### src/hdl/rsse_pkg.sv
// Package for the rotate, sleep and subtract execution block.
// Assumes a single clock domain and APB access from software.
package rsse_pkg;
    // ----------------------------------------------------------------
    // Register map
    // ----------------------------------------------------------------
    localparam logic [11:0] RSSE_CTRL_OFF   = 12'h000;
    localparam logic [11:0] RSSE_INSTR_OFF  = 12'h004;
    localparam logic [11:0] RSSE_FILE_OFF   = 12'h008;
    localparam logic [11:0] RSSE_ACC_OFF    = 12'h00C;
    localparam logic [11:0] RSSE_STATUS_OFF = 12'h010;
    localparam logic [11:0] RSSE_ADDR_OFF   = 12'h014;
    localparam logic [11:0] RSSE_WDT_OFF    = 12'h018;
    // Control bits.
    localparam int RSSE_CTRL_EXT_BIT  = 0;
    localparam int RSSE_CTRL_WAKE_BIT = 1;
    localparam int RSSE_CTRL_WDTW_BIT = 2;
    // Status field positions.
    localparam int RSSE_ST_C  = 0;
    localparam int RSSE_ST_DC = 1;
    localparam int RSSE_ST_Z  = 2;
    localparam int RSSE_ST_OV = 3;
    localparam int RSSE_ST_N  = 4;
    localparam int RSSE_ST_PD = 5;
    localparam int RSSE_ST_TO = 6;
    localparam int RSSE_ST_SL = 7;
    // Reset values and constants.
    localparam logic [7:0]  RSSE_STATUS_RST = 8'h60;
    localparam logic [7:0]  RSSE_ZERO8      = 8'h00;
    localparam logic [7:0]  RSSE_ILO_LIMIT  = 8'h5F;
    localparam logic [15:0] RSSE_WDT_RST    = 16'h0000;
    localparam logic [3:0]  RSSE_POST_RST   = 4'h0;
    // ----------------------------------------------------------------
    // Operation codes, instruction bits [15:10]; literal subtract uses bits [15:8], sleep the whole word
    // ----------------------------------------------------------------
    localparam logic [5:0] RSSE_OP_RRC  = 6'h0C;
    localparam logic [5:0] RSSE_OP_RRN  = 6'h10;
    localparam logic [5:0] RSSE_OP_SFWB = 6'h15;
    localparam logic [7:0] RSSE_OP_SUBL = 8'h08;
    localparam logic [15:0] RSSE_OP_SLEEP = 16'h0003;

    typedef enum logic [2:0]
    {
        RSSE_IDLE  = 3'b001,
        RSSE_EXEC  = 3'b010,
        RSSE_SLEEP = 3'b100
    } rsse_state_e;
endpackage

### src/hdl/rsse_alu_if.sv
// Interface carrying operands and results between the block and its ALU.
// Assumes the ALU is purely combinational.
`timescale 1ns/1ns
interface rsse_alu_if;
    logic [7:0] acc;
    logic [7:0] fval;
    logic [7:0] lit;
    logic [2:0] sel;
    logic       cin;
    logic [7:0] res;
    logic       c;
    logic       dc;
    logic       ov;
    modport core (output acc, fval, lit, sel, cin, input res, c, dc, ov);
    modport alu  (input acc, fval, lit, sel, cin, output res, c, dc, ov);
endinterface

### src/hdl/rsse_exec.sv
// Execution unit for rotate right, sleep and subtract instructions.
// Assumes software loads instruction and operand over APB, then starts it.
//
// Contract
// - Destination bit clear writes accumulator; set writes file register.
// - Plain rotate right moves bit0 to bit7; updates N and Z only.
// - Bank bit clear with extension on and address <= 95 is indexed.
// - Sleep clears power-down flag and sets time-out flag.
// - Sleep clears watchdog counter and postscaler, then halts.
// - Wake by watchdog timeout leaves time-out flag cleared.
// - Acc minus file minus inverted carry; updates N OV C DC Z.
// - Literal minus acc, always into acc, single cycle.
//
// Local design decisions: the APB register port and the register offsets.
`timescale 1ns/1ns
module rsse_exec
(
    input  wire logic        pclk,
    input  wire logic        presetn,
    input  wire logic        psel,
    input  wire logic        penable,
    input  wire logic        pwrite,
    input  wire logic [11:0] paddr,
    input  wire logic [31:0] pwdata,
    input  wire logic [3:0]  pstrb,
    output logic      [31:0] prdata,
    output logic             pready,
    output logic             pslverr,
    output logic             halted,
    output logic             file_we,
    output logic      [7:0]  file_wdata
);
    import rsse_pkg::*;

    typedef struct packed
    {
        rsse_state_e state;
        logic [2:0]  ctrl;
        logic [15:0] instr;
        logic [7:0]  fval;
        logic [7:0]  acc;
        logic [7:0]  status;
        logic        indexed;
        logic [15:0] wdt;
        logic [3:0]  post;
        logic [31:0] prdata;
        logic        pready;
        logic        pslverr;
        logic        halted;
        logic        file_we;
        logic [7:0]  file_wdata;
    } rsse_regs_s;

    rsse_regs_s  st_reg;
    rsse_regs_s  st_next;
    rsse_alu_if  alu_bus();
    logic        acc_phase;
    logic        wr_en;
    logic [5:0]  op6;
    logic [2:0]  sel;
    logic        ctrl_wr;

    rsse_alu u_alu
    (
        .a (alu_bus)
    );

    // ----------------------------------------------------------------
    // Bus decode
    // ----------------------------------------------------------------
    assign acc_phase = psel & penable;
    assign wr_en     = acc_phase & pwrite & pstrb[0];
    assign ctrl_wr   = wr_en & ~st_reg.pready & (paddr == RSSE_CTRL_OFF);
    assign op6       = st_reg.instr[15:10];

    // ----------------------------------------------------------------
    // Opcode decode
    // ----------------------------------------------------------------
    // Any other opcode selects code 0; unless it is SLEEP, a start with it changes only the indexed flag, which it clears.
    always_comb
    begin
        sel = 3'd0;
        if (op6 == RSSE_OP_RRN)
            sel = 3'd1;
        else if (op6 == RSSE_OP_RRC)
            sel = 3'd2;
        else if (op6 == RSSE_OP_SFWB)
            sel = 3'd3;
        else if (st_reg.instr[15:8] == RSSE_OP_SUBL)
            sel = 3'd4;
    end

    assign alu_bus.acc  = st_reg.acc;
    assign alu_bus.fval = st_reg.fval;
    assign alu_bus.lit  = st_reg.instr[7:0];
    assign alu_bus.sel  = sel;
    assign alu_bus.cin  = st_reg.status[RSSE_ST_C];

    // ----------------------------------------------------------------
    // Next state
    // ----------------------------------------------------------------
    always_comb
    begin
        st_next         = st_reg;
        st_next.pready  = acc_phase & ~st_reg.pready;
        st_next.pslverr = 1'b0;
        st_next.file_we = 1'b0;
        if (acc_phase & ~st_reg.pready & ~pwrite)
        begin
            case (paddr)
                RSSE_CTRL_OFF:   st_next.prdata = {29'h0, st_reg.ctrl};
                RSSE_INSTR_OFF:  st_next.prdata = {16'h0, st_reg.instr};
                RSSE_FILE_OFF:   st_next.prdata = {24'h0, st_reg.fval};
                RSSE_ACC_OFF:    st_next.prdata = {24'h0, st_reg.acc};
                RSSE_STATUS_OFF: st_next.prdata = {24'h0, st_reg.status};
                RSSE_ADDR_OFF:   st_next.prdata = {31'h0, st_reg.indexed};
                RSSE_WDT_OFF:    st_next.prdata = {12'h0, st_reg.post, st_reg.wdt};
                default:
                begin
                    st_next.prdata  = 32'h0;
                    st_next.pslverr = 1'b1;
                end
            endcase
        end
        if (wr_en & ~st_reg.pready)
        begin
            case (paddr)
                RSSE_CTRL_OFF:   st_next.ctrl  = pwdata[2:0];
                RSSE_INSTR_OFF:  st_next.instr = pwdata[15:0];
                RSSE_FILE_OFF:   st_next.fval  = pwdata[7:0];
                RSSE_ACC_OFF:    st_next.acc   = pwdata[7:0];
                RSSE_STATUS_OFF: st_next.status[4:0] = pwdata[4:0];
                default:         st_next.pslverr = ~(paddr == RSSE_ADDR_OFF || paddr == RSSE_WDT_OFF);
            endcase
        end
        if (st_reg.state != RSSE_SLEEP)
            st_next.wdt = st_reg.wdt + 16'h0001;
        case (st_reg.state)
            RSSE_IDLE:
            begin
                if (ctrl_wr & pwdata[RSSE_CTRL_WAKE_BIT])
                    st_next.state = RSSE_EXEC;
            end
            RSSE_EXEC:
            begin
                st_next.state = RSSE_IDLE;
                st_next.indexed = ~st_reg.instr[8] & st_reg.ctrl[RSSE_CTRL_EXT_BIT]
                                  & (st_reg.instr[7:0] <= RSSE_ILO_LIMIT) & (sel != 3'd4) & (sel != 3'd0);
                if (st_reg.instr == RSSE_OP_SLEEP)
                begin
                    st_next.status[RSSE_ST_PD] = 1'b0;
                    st_next.status[RSSE_ST_TO] = 1'b1;
                    st_next.wdt    = RSSE_WDT_RST;
                    st_next.post   = RSSE_POST_RST;
                    st_next.state  = RSSE_SLEEP;
                    st_next.halted = 1'b1;
                end
                else if (sel != 3'd0)
                begin
                    st_next.status[RSSE_ST_Z] = (alu_bus.res == RSSE_ZERO8);
                    st_next.status[RSSE_ST_N] = alu_bus.res[7];
                    if (sel != 3'd1)
                        st_next.status[RSSE_ST_C] = alu_bus.c;
                    if (sel[2] | (sel == 3'd3))
                    begin
                        st_next.status[RSSE_ST_DC] = alu_bus.dc;
                        st_next.status[RSSE_ST_OV] = alu_bus.ov;
                    end
                    if ((sel != 3'd4) & st_reg.instr[9])
                    begin
                        st_next.fval       = alu_bus.res;
                        st_next.file_we    = 1'b1;
                        st_next.file_wdata = alu_bus.res;
                    end
                    else
                        st_next.acc = alu_bus.res;
                end
            end
            RSSE_SLEEP:
            begin
                if (ctrl_wr & pwdata[RSSE_CTRL_WDTW_BIT])
                begin
                    st_next.status[RSSE_ST_TO] = 1'b0;
                    st_next.state  = RSSE_IDLE;
                    st_next.halted = 1'b0;
                end
                else if (ctrl_wr & pwdata[RSSE_CTRL_WAKE_BIT])
                begin
                    st_next.state  = RSSE_IDLE;
                    st_next.halted = 1'b0;
                end
            end
            default: st_next.state = RSSE_IDLE;
        endcase
        // Start and wake bits are strobes; they never read back set in any state.
        st_next.ctrl[2:1] = 2'b00;
        st_next.status[RSSE_ST_SL] = (st_next.state == RSSE_SLEEP);
    end

    // ----------------------------------------------------------------
    // State register
    // ----------------------------------------------------------------
    // Status comes up with both power flags set, as after a power-on.
    always_ff @(posedge pclk or negedge presetn)
    begin
        if (!presetn)
        begin
            st_reg        <= '0;
            st_reg.state  <= RSSE_IDLE;
            st_reg.status <= RSSE_STATUS_RST;
        end
        else
            st_reg <= st_next;
    end

    // ----------------------------------------------------------------
    // Outputs
    // ----------------------------------------------------------------
    assign prdata     = st_reg.prdata;
    assign pready     = st_reg.pready;
    assign pslverr    = st_reg.pslverr;
    assign halted     = st_reg.halted;
    assign file_we    = st_reg.file_we;
    assign file_wdata = st_reg.file_wdata;
endmodule

### src/hdl/rsse_alu.sv
// Combinational arithmetic for the rotate and subtract operations.
// Assumes operands are stable within one clock cycle.
`timescale 1ns/1ns
module rsse_alu
(
    rsse_alu_if.alu a
);
    import rsse_pkg::*;

    function automatic logic [9:0] rsse_sub(input logic [7:0] x, input logic [7:0] y, input logic bin);
        logic [8:0] s;
        logic [4:0] l;
        s = {1'b0, x} - {1'b0, y} - {8'h00, bin};
        l = {1'b0, x[3:0]} - {1'b0, y[3:0]} - {4'h0, bin};
        // Carry and digit carry are the inverse of the borrows out of bit 7 and bit 3.
        rsse_sub = {~l[4], ~s[8], s[7:0]};
    endfunction

    logic [9:0] sub_r;

    always_comb
    begin
        sub_r = 10'h000;
        a.res = 8'h00;
        a.c   = 1'b0;
        a.dc  = 1'b0;
        a.ov  = 1'b0;
        case (a.sel)
            3'd1:
            begin
                a.res = {a.fval[0], a.fval[7:1]};
            end
            3'd2:
            begin
                a.res = {a.cin, a.fval[7:1]};
                a.c   = a.fval[0];
            end
            3'd3:
            begin
                sub_r = rsse_sub(a.acc, a.fval, ~a.cin);
                a.res = sub_r[7:0];
                a.c = sub_r[8];
                a.ov = (a.acc[7] ^ a.fval[7]) & (a.acc[7] ^ sub_r[7]);
                a.dc = sub_r[9];
            end
            3'd4:
            begin
                sub_r = rsse_sub(a.lit, a.acc, 1'b0);
                a.res = sub_r[7:0];
                a.c = sub_r[8];
                a.ov = (a.lit[7] ^ a.acc[7]) & (a.lit[7] ^ sub_r[7]);
                a.dc = sub_r[9];
            end
            default:
            begin
                a.res = 8'h00;
            end
        endcase
    end
endmodule

### config.mk
export PLATFORM = sky130hd
export DESIGN_NAME = rsse_exec
export DESIGN_NICKNAME = d
export VERILOG_FILES = /design/src/hdl/rsse_pkg.sv /design/src/hdl/rsse_alu_if.sv /design/src/hdl/rsse_exec.sv /design/src/hdl/rsse_alu.sv
export SDC_FILE = /design/constraint.sdc
export NUM_CORES = 1
export LEC_CHECK = 0
export BUFFER_PORTS_ARGS = -buffer_cell sky130_fd_sc_hd__buf_2
export CAP_MARGIN = 20
export CELL_PAD_IN_SITES_DETAIL_PLACEMENT = 1
export CELL_PAD_IN_SITES_GLOBAL_PLACEMENT = 2
export CORE_MARGIN = 8
export CORE_UTILIZATION = 38
export CTS_CLUSTER_DIAMETER = 40
export DETAILED_ROUTE_END_ITERATION = 16
export HOLD_SLACK_MARGIN = 0.15
export PLACE_DENSITY_LB_ADDON = 0.08
export SLEW_MARGIN = 30
export SYNTH_ARGS = -nofsm -noshare
export SYNTH_HDL_FRONTEND = slang
export SYNTH_SLANG_ARGS = --single-unit
export TNS_END_PERCENT = 5
### constraint.sdc
create_clock -name pclk -period 4.3 [get_ports pclk]
set_input_delay 0.215 -clock pclk [delete_from_list [all_inputs] [get_ports pclk]]
set_output_delay 0.215 -clock pclk [all_outputs]
set_load 0.03 [all_outputs]
==> impl_metrics.yaml, run 1 <==
die:
  floorplan.core_area_sq_mm: 0.01448
  start_util_pct: 38.72
  pin_count: 97
  die_y_um: 137.5
  die_area_sq_mm: 0.01890
  floorplan.die.width_um: 137.5
  floorplan.rows: 44
placed_design:
  placed_cell_area_sq_mm: 0.005861
  placed_cells_incl_taps: 779
  rd_place_congestion: 0.8530
  detailed_place_hpwl_um: 12800
  placement.io_buffers: 61
cts:
  cts_repair_resize_count: 0
  max-clock-path-buffers: 2
  cts_post_setup_buffers_inserted: 0
  clock_sinks: 89
  cts.htree.levels: 3
  post_cts_hold_buffer_count: 12
  clock_latency_ns: 0.35
  cts.root.buffer_cell: "sky130_fd_sc_hd__clkbuf_16"
  clk_transition_reported_paths_ns: 0.06
  numCtsBuffers: 9
  clock_tree_from_tritoncts: "built"
pwr:
  power_density_mw_per_mm2: 279.4
  vdd_drop_max_mv: 0.1852
  power_leakage_uw: 0.002981
routing:
  antenna_left: 0
  post-route-drc-count: 0
  routed_wl_um: 16830
  number_of_drc_markers_in_iteration_0: 193
  routedWlPerCell_um: 20.83
  dr.pass1.iters: 4
  via_count: 4404
  post_detailed_route_via_to_cell_ratio: 5.450
sta:
  fin_tns_setup_ns: 0
  report.final.slew_viol_count: 0
  period_needed_ns: 3.344
  hold_violations: 0
  grt_setup_unrepaired: "no"
  timing.clock.skew_ns: 0.005431
  finalCritPeriodShare_pct: 77.78
  setup-violations-final: 0
  worst_hold_slack_ns: 0.1674
  max_freq_mhz: 299.0
  timing_worst_slew_pin_value_ns: 0.8414
  relSlewSlack_pct: 43.39
logic_synthesis:
  synth_area_per_cell_sq_um: 9.853
  ys_warn_count: 0
  synth_ff_type: "sky130_fd_sc_hd__dfrtp_1"
  syn_area_sq_mm: 0.005607
  post_synth_edffs: 0
  postSynth.asyncResetShare_pct: 100.0
  postSynthRegisterBits: 89
  yosysUniqueCellTypes: 73
  fraction_of_the_yosys_area_taken_by_sequential_cells_pct: 39.79
  syn-instance-count: 569
final_layout:
  multi_input_combinational_cell_area_sq_mm: 0.002925
  area_delta_synth_final_pct: 12.52
  area.sequential_sq_mm: 0.002231
  fin_nets: 698
  final-instance-count-excl-fill: 808
  num_antenna_cells: 0
  filler_cell_count: 1648
  final_design_area_no_fill_sq_mm: 0.006309
  final_util_pct: 43.57
  layout-drive-gt1-share_pct: 18.75
  number_of_flip_flops_under_the_largest_register_name: 30
setup_path:
  timing.critical_path.from: "alu_bus.acc[0]$_DFF_PN0_"
  timing.critical_path.fanout_max: 5
  crit_arrival_ns: 3.63
  critPathLaunchType: "register"
  path_delay_family: "compound AO/OA/AOI/OAI gates"
  critPathRequiredTime_ns: 4.59
  cpMaxStageDelayCell: "sky130_fd_sc_hd__a211oi_1"
  worst_path_cell_chain: "inv_1 > fa_1 > inv_1 > ha_1 > o21a_1 > nor4_1 > or3_1 > o311ai_1 > a211oi_1 > a41o_1"
  reg2reg_setup_slack_ns: 0.96
  r2r_cells: 10
  r2r_path_start: "alu_bus.acc[0]$_DFF_PN0_"
  worst_path_largest_cell_delay_ns: 0.75
  crit_type: "register to register"
  worstSetupEndpointType: "register"
  crit_top_cell: "sky130_fd_sc_hd__inv_1"
  count_of_buffer_and_inverter_cells_on_the_critical_path: 2
  endpoint_of_the_worst_register_to_register_path: "st_reg[67]$_DFF_PN0_"
min_path:
  holdPathEnd: "pslverr$_DFF_PN0_"
  holdPathStages: 3
  min_from: "pwrite"
  timing.hold.worst.class: "input port to register"
global_routing:
  grt_pass1_vias: 4713
  grt_antenna_before_repair: 0
  grt_usage_pct: 18.74
  grt_start_max_net_pins: 62
  grt_overflow_total: 0
  grt_first_pass_wirelength_um: 26750
run:
  cap_viol_max_count: 0
status:
  status: "finished, final reports clean"
[worst max-delay path by stage]
stage / endpoint / slack [ns] / cells after the start
final: st_reg[67]$_DFF_PN0_ / 0.96 / 10
after global routing: alu_bus.fval[6]$_DFF_PN0_ / 0.70 / 10
after CTS: alu_bus.fval[6]$_DFF_PN0_ / 0.93 / 10
after detailed placement: alu_bus.acc[7]$_DFF_PN0_ / 0.95 / 10
after global placement: st_reg[67]$_DFF_PN0_ / 1.01 / 10
after floorplan: st_reg[67]$_DFF_PN0_ / 1.68 / 10
[cells in the final DEF, fill, tap and decap left out, types with 4 or more instances in the layout]
master,netlist,final
sky130_fd_sc_hd__a22oi_1,9,9
sky130_fd_sc_hd__nor4_1,4,4
sky130_fd_sc_hd__clkbuf_16,0,9
sky130_fd_sc_hd__o21ai_0,27,27
sky130_fd_sc_hd__o22ai_1,4,4
sky130_fd_sc_hd__a221oi_1,8,8
sky130_fd_sc_hd__or3_1,9,9
sky130_fd_sc_hd__buf_4,44,8
sky130_fd_sc_hd__inv_1,30,30
sky130_fd_sc_hd__a21oi_1,25,25
sky130_fd_sc_hd__conb_1,1,16
sky130_fd_sc_hd__o2bb2ai_1,7,7
sky130_fd_sc_hd__mux2i_1,43,43
sky130_fd_sc_hd__buf_2,3,60
sky130_fd_sc_hd__nand2b_1,8,8
sky130_fd_sc_hd__nor2_1,49,49
sky130_fd_sc_hd__nor3_1,9,8
sky130_fd_sc_hd__xnor2_1,11,11
sky130_fd_sc_hd__nand3_1,10,10
sky130_fd_sc_hd__nand2_1,39,39
sky130_fd_sc_hd__and2_1,7,7
sky130_fd_sc_hd__mux2_2,16,16
sky130_fd_sc_hd__xor2_1,13,13
sky130_fd_sc_hd__dfrtp_1,86,86
sky130_fd_sc_hd__dlygate4sd3_1,0,12
sky130_fd_sc_hd__ha_1,23,23
[layer usage]
layer / GRT usage, % / vias to the layer above / wire (um)
li1: - / 2076 / -
met4: 4.285 / 0 / 191
met2: 30.11 / 82 / 7784
met1: 24.74 / 2234 / 7904
met5: 0 / - / 0
met3: 4.814 / 12 / 946
[power breakdown]
| part | switching, uW | leakage, uW | internal, uW |
|---|---|---|---|
| combinational | 64.8 | 0.00168 | 27.1 |
| clock | 333 | 0.000149 | 499 |
| sequential | 0.576 | 0.00115 | 839 |
[worst reg2reg max path, stage by stage (launching register included)]
cell and delay, ns:
sky130_fd_sc_hd__dfrtp_1 0.39, sky130_fd_sc_hd__inv_1 0.11, sky130_fd_sc_hd__fa_1 0.57, sky130_fd_sc_hd__inv_1 0.05
sky130_fd_sc_hd__ha_1 0.17, sky130_fd_sc_hd__o21a_1 0.21, sky130_fd_sc_hd__nor4_1 0.38, sky130_fd_sc_hd__or3_1 0.21
sky130_fd_sc_hd__o311ai_1 0.17, sky130_fd_sc_hd__a211oi_1 0.75, sky130_fd_sc_hd__a41o_1 0.27
[final cells by class]
type                    instances  area share (%)
clock buffers                  14           4.344
inverters                      31           1.884
clock inverters                 2          0.5950
repair buffers                 81           7.795
well taps                     184           3.649
multi-input cells             407           46.37
flip-flops and latches         89           35.36
[through the flow]
| step | worst slack [ns] | total power, uW |
|---|---|---|
| floorplan | 1.679 | 904.1 |
| global placement | 1.013 | 937.6 |
| detailed placement | 0.9494 | 939.0 |
| CTS | 0.9312 | 1788 |
| global route | 0.7004 | 1832 |
| finish | 0.9556 | 1763 |
[cell usage after synthesis (3+ instances only)]
library cell                 n  area, sq um
sky130_fd_sc_hd__o21ai_0    27        135.1
sky130_fd_sc_hd__mux2_2     16        180.2
sky130_fd_sc_hd__inv_1      30        112.6
sky130_fd_sc_hd__dfstp_2     3        78.83
sky130_fd_sc_hd__dfrtp_1    86         2152
sky130_fd_sc_hd__fa_1        3        60.06
sky130_fd_sc_hd__nand2b_1    8        50.05
sky130_fd_sc_hd__nor3_1      9        45.04
sky130_fd_sc_hd__a211oi_1    3        22.52
sky130_fd_sc_hd__a21o_1      3        22.52
sky130_fd_sc_hd__xor2_1     13        113.9
sky130_fd_sc_hd__nand4_1     3        18.77
sky130_fd_sc_hd__o2bb2ai_1   7        61.31
sky130_fd_sc_hd__mux2i_1    43        430.4
sky130_fd_sc_hd__or3_1       9        56.30
sky130_fd_sc_hd__nor2_1     49        183.9
sky130_fd_sc_hd__a22oi_1     9        67.56
sky130_fd_sc_hd__a21oi_1    25        125.1
sky130_fd_sc_hd__a221oi_1    8        70.07
sky130_fd_sc_hd__nand2_1    39        146.4
sky130_fd_sc_hd__nand3_1    10        50.05
sky130_fd_sc_hd__a31oi_1     3        18.77
sky130_fd_sc_hd__o22ai_1     4        25.02
sky130_fd_sc_hd__ha_1       23        287.8
sky130_fd_sc_hd__buf_4      44        330.3
sky130_fd_sc_hd__o32a_1      3        30.03
sky130_fd_sc_hd__nor4_1      4        25.02
sky130_fd_sc_hd__clkbuf_1    7        26.28
sky130_fd_sc_hd__xnor2_1    11        96.34
sky130_fd_sc_hd__buf_2       3        15.01
sky130_fd_sc_hd__and2_1      7        43.79
[logic make-up (layout without fill, tap and decap cells)]
kind of cell	count (synthesis)	after routing	synth area share (%)
buffers and inverters	88	128	9.217
XOR/XNOR	24	24	3.749
AO/OA/AOI/OAI	118	118	14.42
flip-flops	89	89	39.79
other	1	16	0.06689
AND/OR/NAND/NOR	163	163	15.26
adder cells (fa/ha/maj)	26	26	6.204
multiplexers	60	60	11.29
(Power assumes the default switching activity.)
==> inputs of run 2 (changes only) <==
Settings changed: CORE_UTILIZATION 38 to 36.
Clock period 4.3 ns to 3.3 ns, I/O delays scaled along.
==> run 2 against run 1 <==
Against the previous run: total power up 33%; core utilization down 1.2 points; via count up 1.7%; setup slack worse by 0.64 ns; fmax up 12%; sequential power up 30%; non-clock buffer count up 13; clock skew up 0.0023 ns.
==> impl_metrics.yaml, run 2 (synthesis gave the netlist of run 1 again) <==
status:
  status: "finished, final reports clean"
final_layout:
  mostFrequentLayoutCells: "sky130_fd_sc_hd__dfrtp_1, sky130_fd_sc_hd__buf_2, sky130_fd_sc_hd__nor2_1"
  num_antenna_cells: 0
  mostFrequentLayoutCell: "sky130_fd_sc_hd__dfrtp_1"
  final_design_area_no_fill_sq_mm: 0.006434
  area.sequential_sq_mm: 0.002231
  filler_cell_count: 1745
  number_of_flip_flops_under_the_largest_register_name: 30
  layout-drive-gt1-share_pct: 19.62
  fin_nets: 711
  multi_input_combinational_cell_area_sq_mm: 0.002925
  area_delta_synth_final_pct: 14.75
routing:
  wl_met1_um: 8392
  dr_wl_met2_um: 7792
  antenna_left: 0
  dr.pass1.iters: 4
  routedWlPerCell_um: 21.08
  top_signal_layer_used: "met4"
  post_detailed_route_via_to_cell_ratio: 5.429
  via_count: 4479
  post-route-drc-count: 0
  number_of_drc_markers_in_iteration_0: 182
  routed_wl_um: 17390
  met3_routed_length_um: 895
die:
  floorplan.rows: 45
  die_area_sq_mm: 0.01982
  start_util_pct: 36.88
  floorplan.core_area_sq_mm: 0.01520
  floorplan.die.width_um: 140.8
  die_y_um: 140.8
  pin_count: 97
sta:
  layout_setup_ws_ns: 0.3129
  report.final.slew_viol_count: 0
  timing_worst_slew_pin_value_ns: 0.7554
  timing.clock.skew_ns: 0.007715
  period_needed_ns: 2.987
  finalCritPeriodShare_pct: 90.52
  worst_hold_slack_ns: 0.1583
  setup-violations-final: 0
  relSlewSlack_pct: 49.17
  fin_tns_setup_ns: 0
  grt_setup_unrepaired: "no"
  max_freq_mhz: 334.8
  hold_violations: 0
global_routing:
  grt_first_pass_wirelength_um: 27780
  grt_antenna_before_repair: 0
  grt_usage_pct: 18.17
  grt_overflow_total: 0
  grt_pass1_vias: 4880
  grt_start_max_net_pins: 73
setup_path:
  r2r_cells: 10
  crit_arrival_ns: 3.22
  endpoint_of_the_worst_register_to_register_path: "alu_bus.cin$_DFF_PN0_"
  timing.critical_path.fanout_max: 4
  critPathLaunchType: "register"
  crit_type: "register to register"
  reg2reg_setup_slack_ns: 0.31
  r2r_path_start: "alu_bus.cin$_DFF_PN0_"
  critPathRequiredTime_ns: 3.53
  worstSetupEndpointType: "register"
cts:
  numCtsBuffers: 9
  clock_tree_from_tritoncts: "built"
  clk_transition_reported_paths_ns: 0.07
  cts_post_setup_buffers_inserted: 0
  max-clock-path-buffers: 2
  cts.root.buffer_cell: "sky130_fd_sc_hd__clkbuf_16"
  cts.htree.levels: 3
  clock_latency_ns: 0.35
  clock_sinks: 89
min_path:
  timing.hold.worst.class: "input port to register"
  min_from: "psel"
  holdPathStages: 2
  holdPathEnd: "pready$_DFF_PN0_"
placed_design:
  placement.io_buffers: 61
  detailed_place_hpwl_um: 13220
  place_ws_ns: 0.1446
  rd_place_congestion: 0.8362
  placed_cell_area_sq_mm: 0.005926
pwr:
  power_leakage_uw: 0.003043
  vdd_drop_max_mv: 0.2052
  power_density_mw_per_mm2: 363.6
run:
  cap_viol_max_count: 0
==> run 2: cell types whose count changed in the layout (fill, tap and decap cells not counted) <==
cell,delta
sky130_fd_sc_hd__buf_4,+7
sky130_fd_sc_hd__clkinv_2,+1
sky130_fd_sc_hd__a211oi_2,+1
sky130_fd_sc_hd__nor3b_1,+1
sky130_fd_sc_hd__a211oi_1,-1
sky130_fd_sc_hd__clkbuf_1,-1
sky130_fd_sc_hd__inv_6,+1
sky130_fd_sc_hd__nor3b_2,-1
sky130_fd_sc_hd__clkbuf_8,-3
sky130_fd_sc_hd__dlygate4sd3_1,+6
sky130_fd_sc_hd__clkinv_4,+1
sky130_fd_sc_hd__bufinv_16,+1
==> run 2: timing repair <==
item                                    CTS  global route
resized for setup                         0             1
endpoints found under the hold margin    86             0
endpoints found under the setup margin    0             5
hold buffers                             18             0
==> run 2: final cells by class <==
| type | count | area share [%] |
|---|---|---|
| inverter | 31 | 1.848 |
| tap | 188 | 3.656 |
| sequential | 89 | 34.68 |
| timing repair buffer | 94 | 9.393 |
| clock inverter | 6 | 1.400 |
| multi-input combinational | 407 | 45.47 |
| clock buffer | 10 | 3.559 |
==> run 2: critical path: stages (launching register included) <==
cell and delay [ns]:
sky130_fd_sc_hd__dfrtp_1 0.38, sky130_fd_sc_hd__inv_1 0.13, sky130_fd_sc_hd__fa_1 0.18, sky130_fd_sc_hd__inv_1 0.06, sky130_fd_sc_hd__fa_1 0.39, sky130_fd_sc_hd__nand2b_1 0.23
sky130_fd_sc_hd__a2111oi_1 0.64, sky130_fd_sc_hd__o31ai_1 0.13, sky130_fd_sc_hd__a21oi_1 0.28, sky130_fd_sc_hd__nor3_1 0.08, sky130_fd_sc_hd__o32a_1 0.36
==> run 2: worst max path at each step <==
stage	start	end	slack, ns	cells after the start
2_1_floorplan	alu_bus.acc[0]$_DFF_PN0_	st_reg[67]$_DFF_PN0_	0.68	10
3_3_place_gp	alu_bus.acc[0]$_DFF_PN0_	st_reg[67]$_DFF_PN0_	0.19	10
3_5_place_dp	alu_bus.acc[0]$_DFF_PN0_	st_reg[67]$_DFF_PN0_	0.14	10
4_1_cts	alu_bus.acc[0]$_DFF_PN0_	st_reg[67]$_DFF_PN0_	0.12	10
5_1_grt	alu_bus.acc[0]$_DFF_PN0_	alu_bus.cin$_DFF_PN0_	0.15	10
6_report	alu_bus.cin$_DFF_PN0_	alu_bus.cin$_DFF_PN0_	0.31	10
==> run 2: metal layers <==
metal,up-vias,track usage [%]
met5,-,0
met4,0,6.052
met1,2250,24.21
li1,2110,-
met3,20,3.714
met2,99,28.83
==> run 2: through the flow <==
stage / util [%] / total power [uW] / cells
3_3_place_gp: 38.98 / 1223 / 791
6_report: 42.32 / 2339 / 825
5_1_grt: 42.32 / 2418 / 825
3_5_place_dp: 38.98 / 1225 / 791
2_1_floorplan: - / 1178 / 584
4_1_cts: 42.26 / 2371 / 825
==> run 2: power breakdown <==
| part | internal (uW) | total, uW | switching (uW) |
|---|---|---|---|
| logic | 40.7 | 127 | 86.1 |
| registers | 1090 | 1090 | 0.759 |
| clock network | 667 | 1120 | 453 |
| total | 1800 | 2340 | 540 |
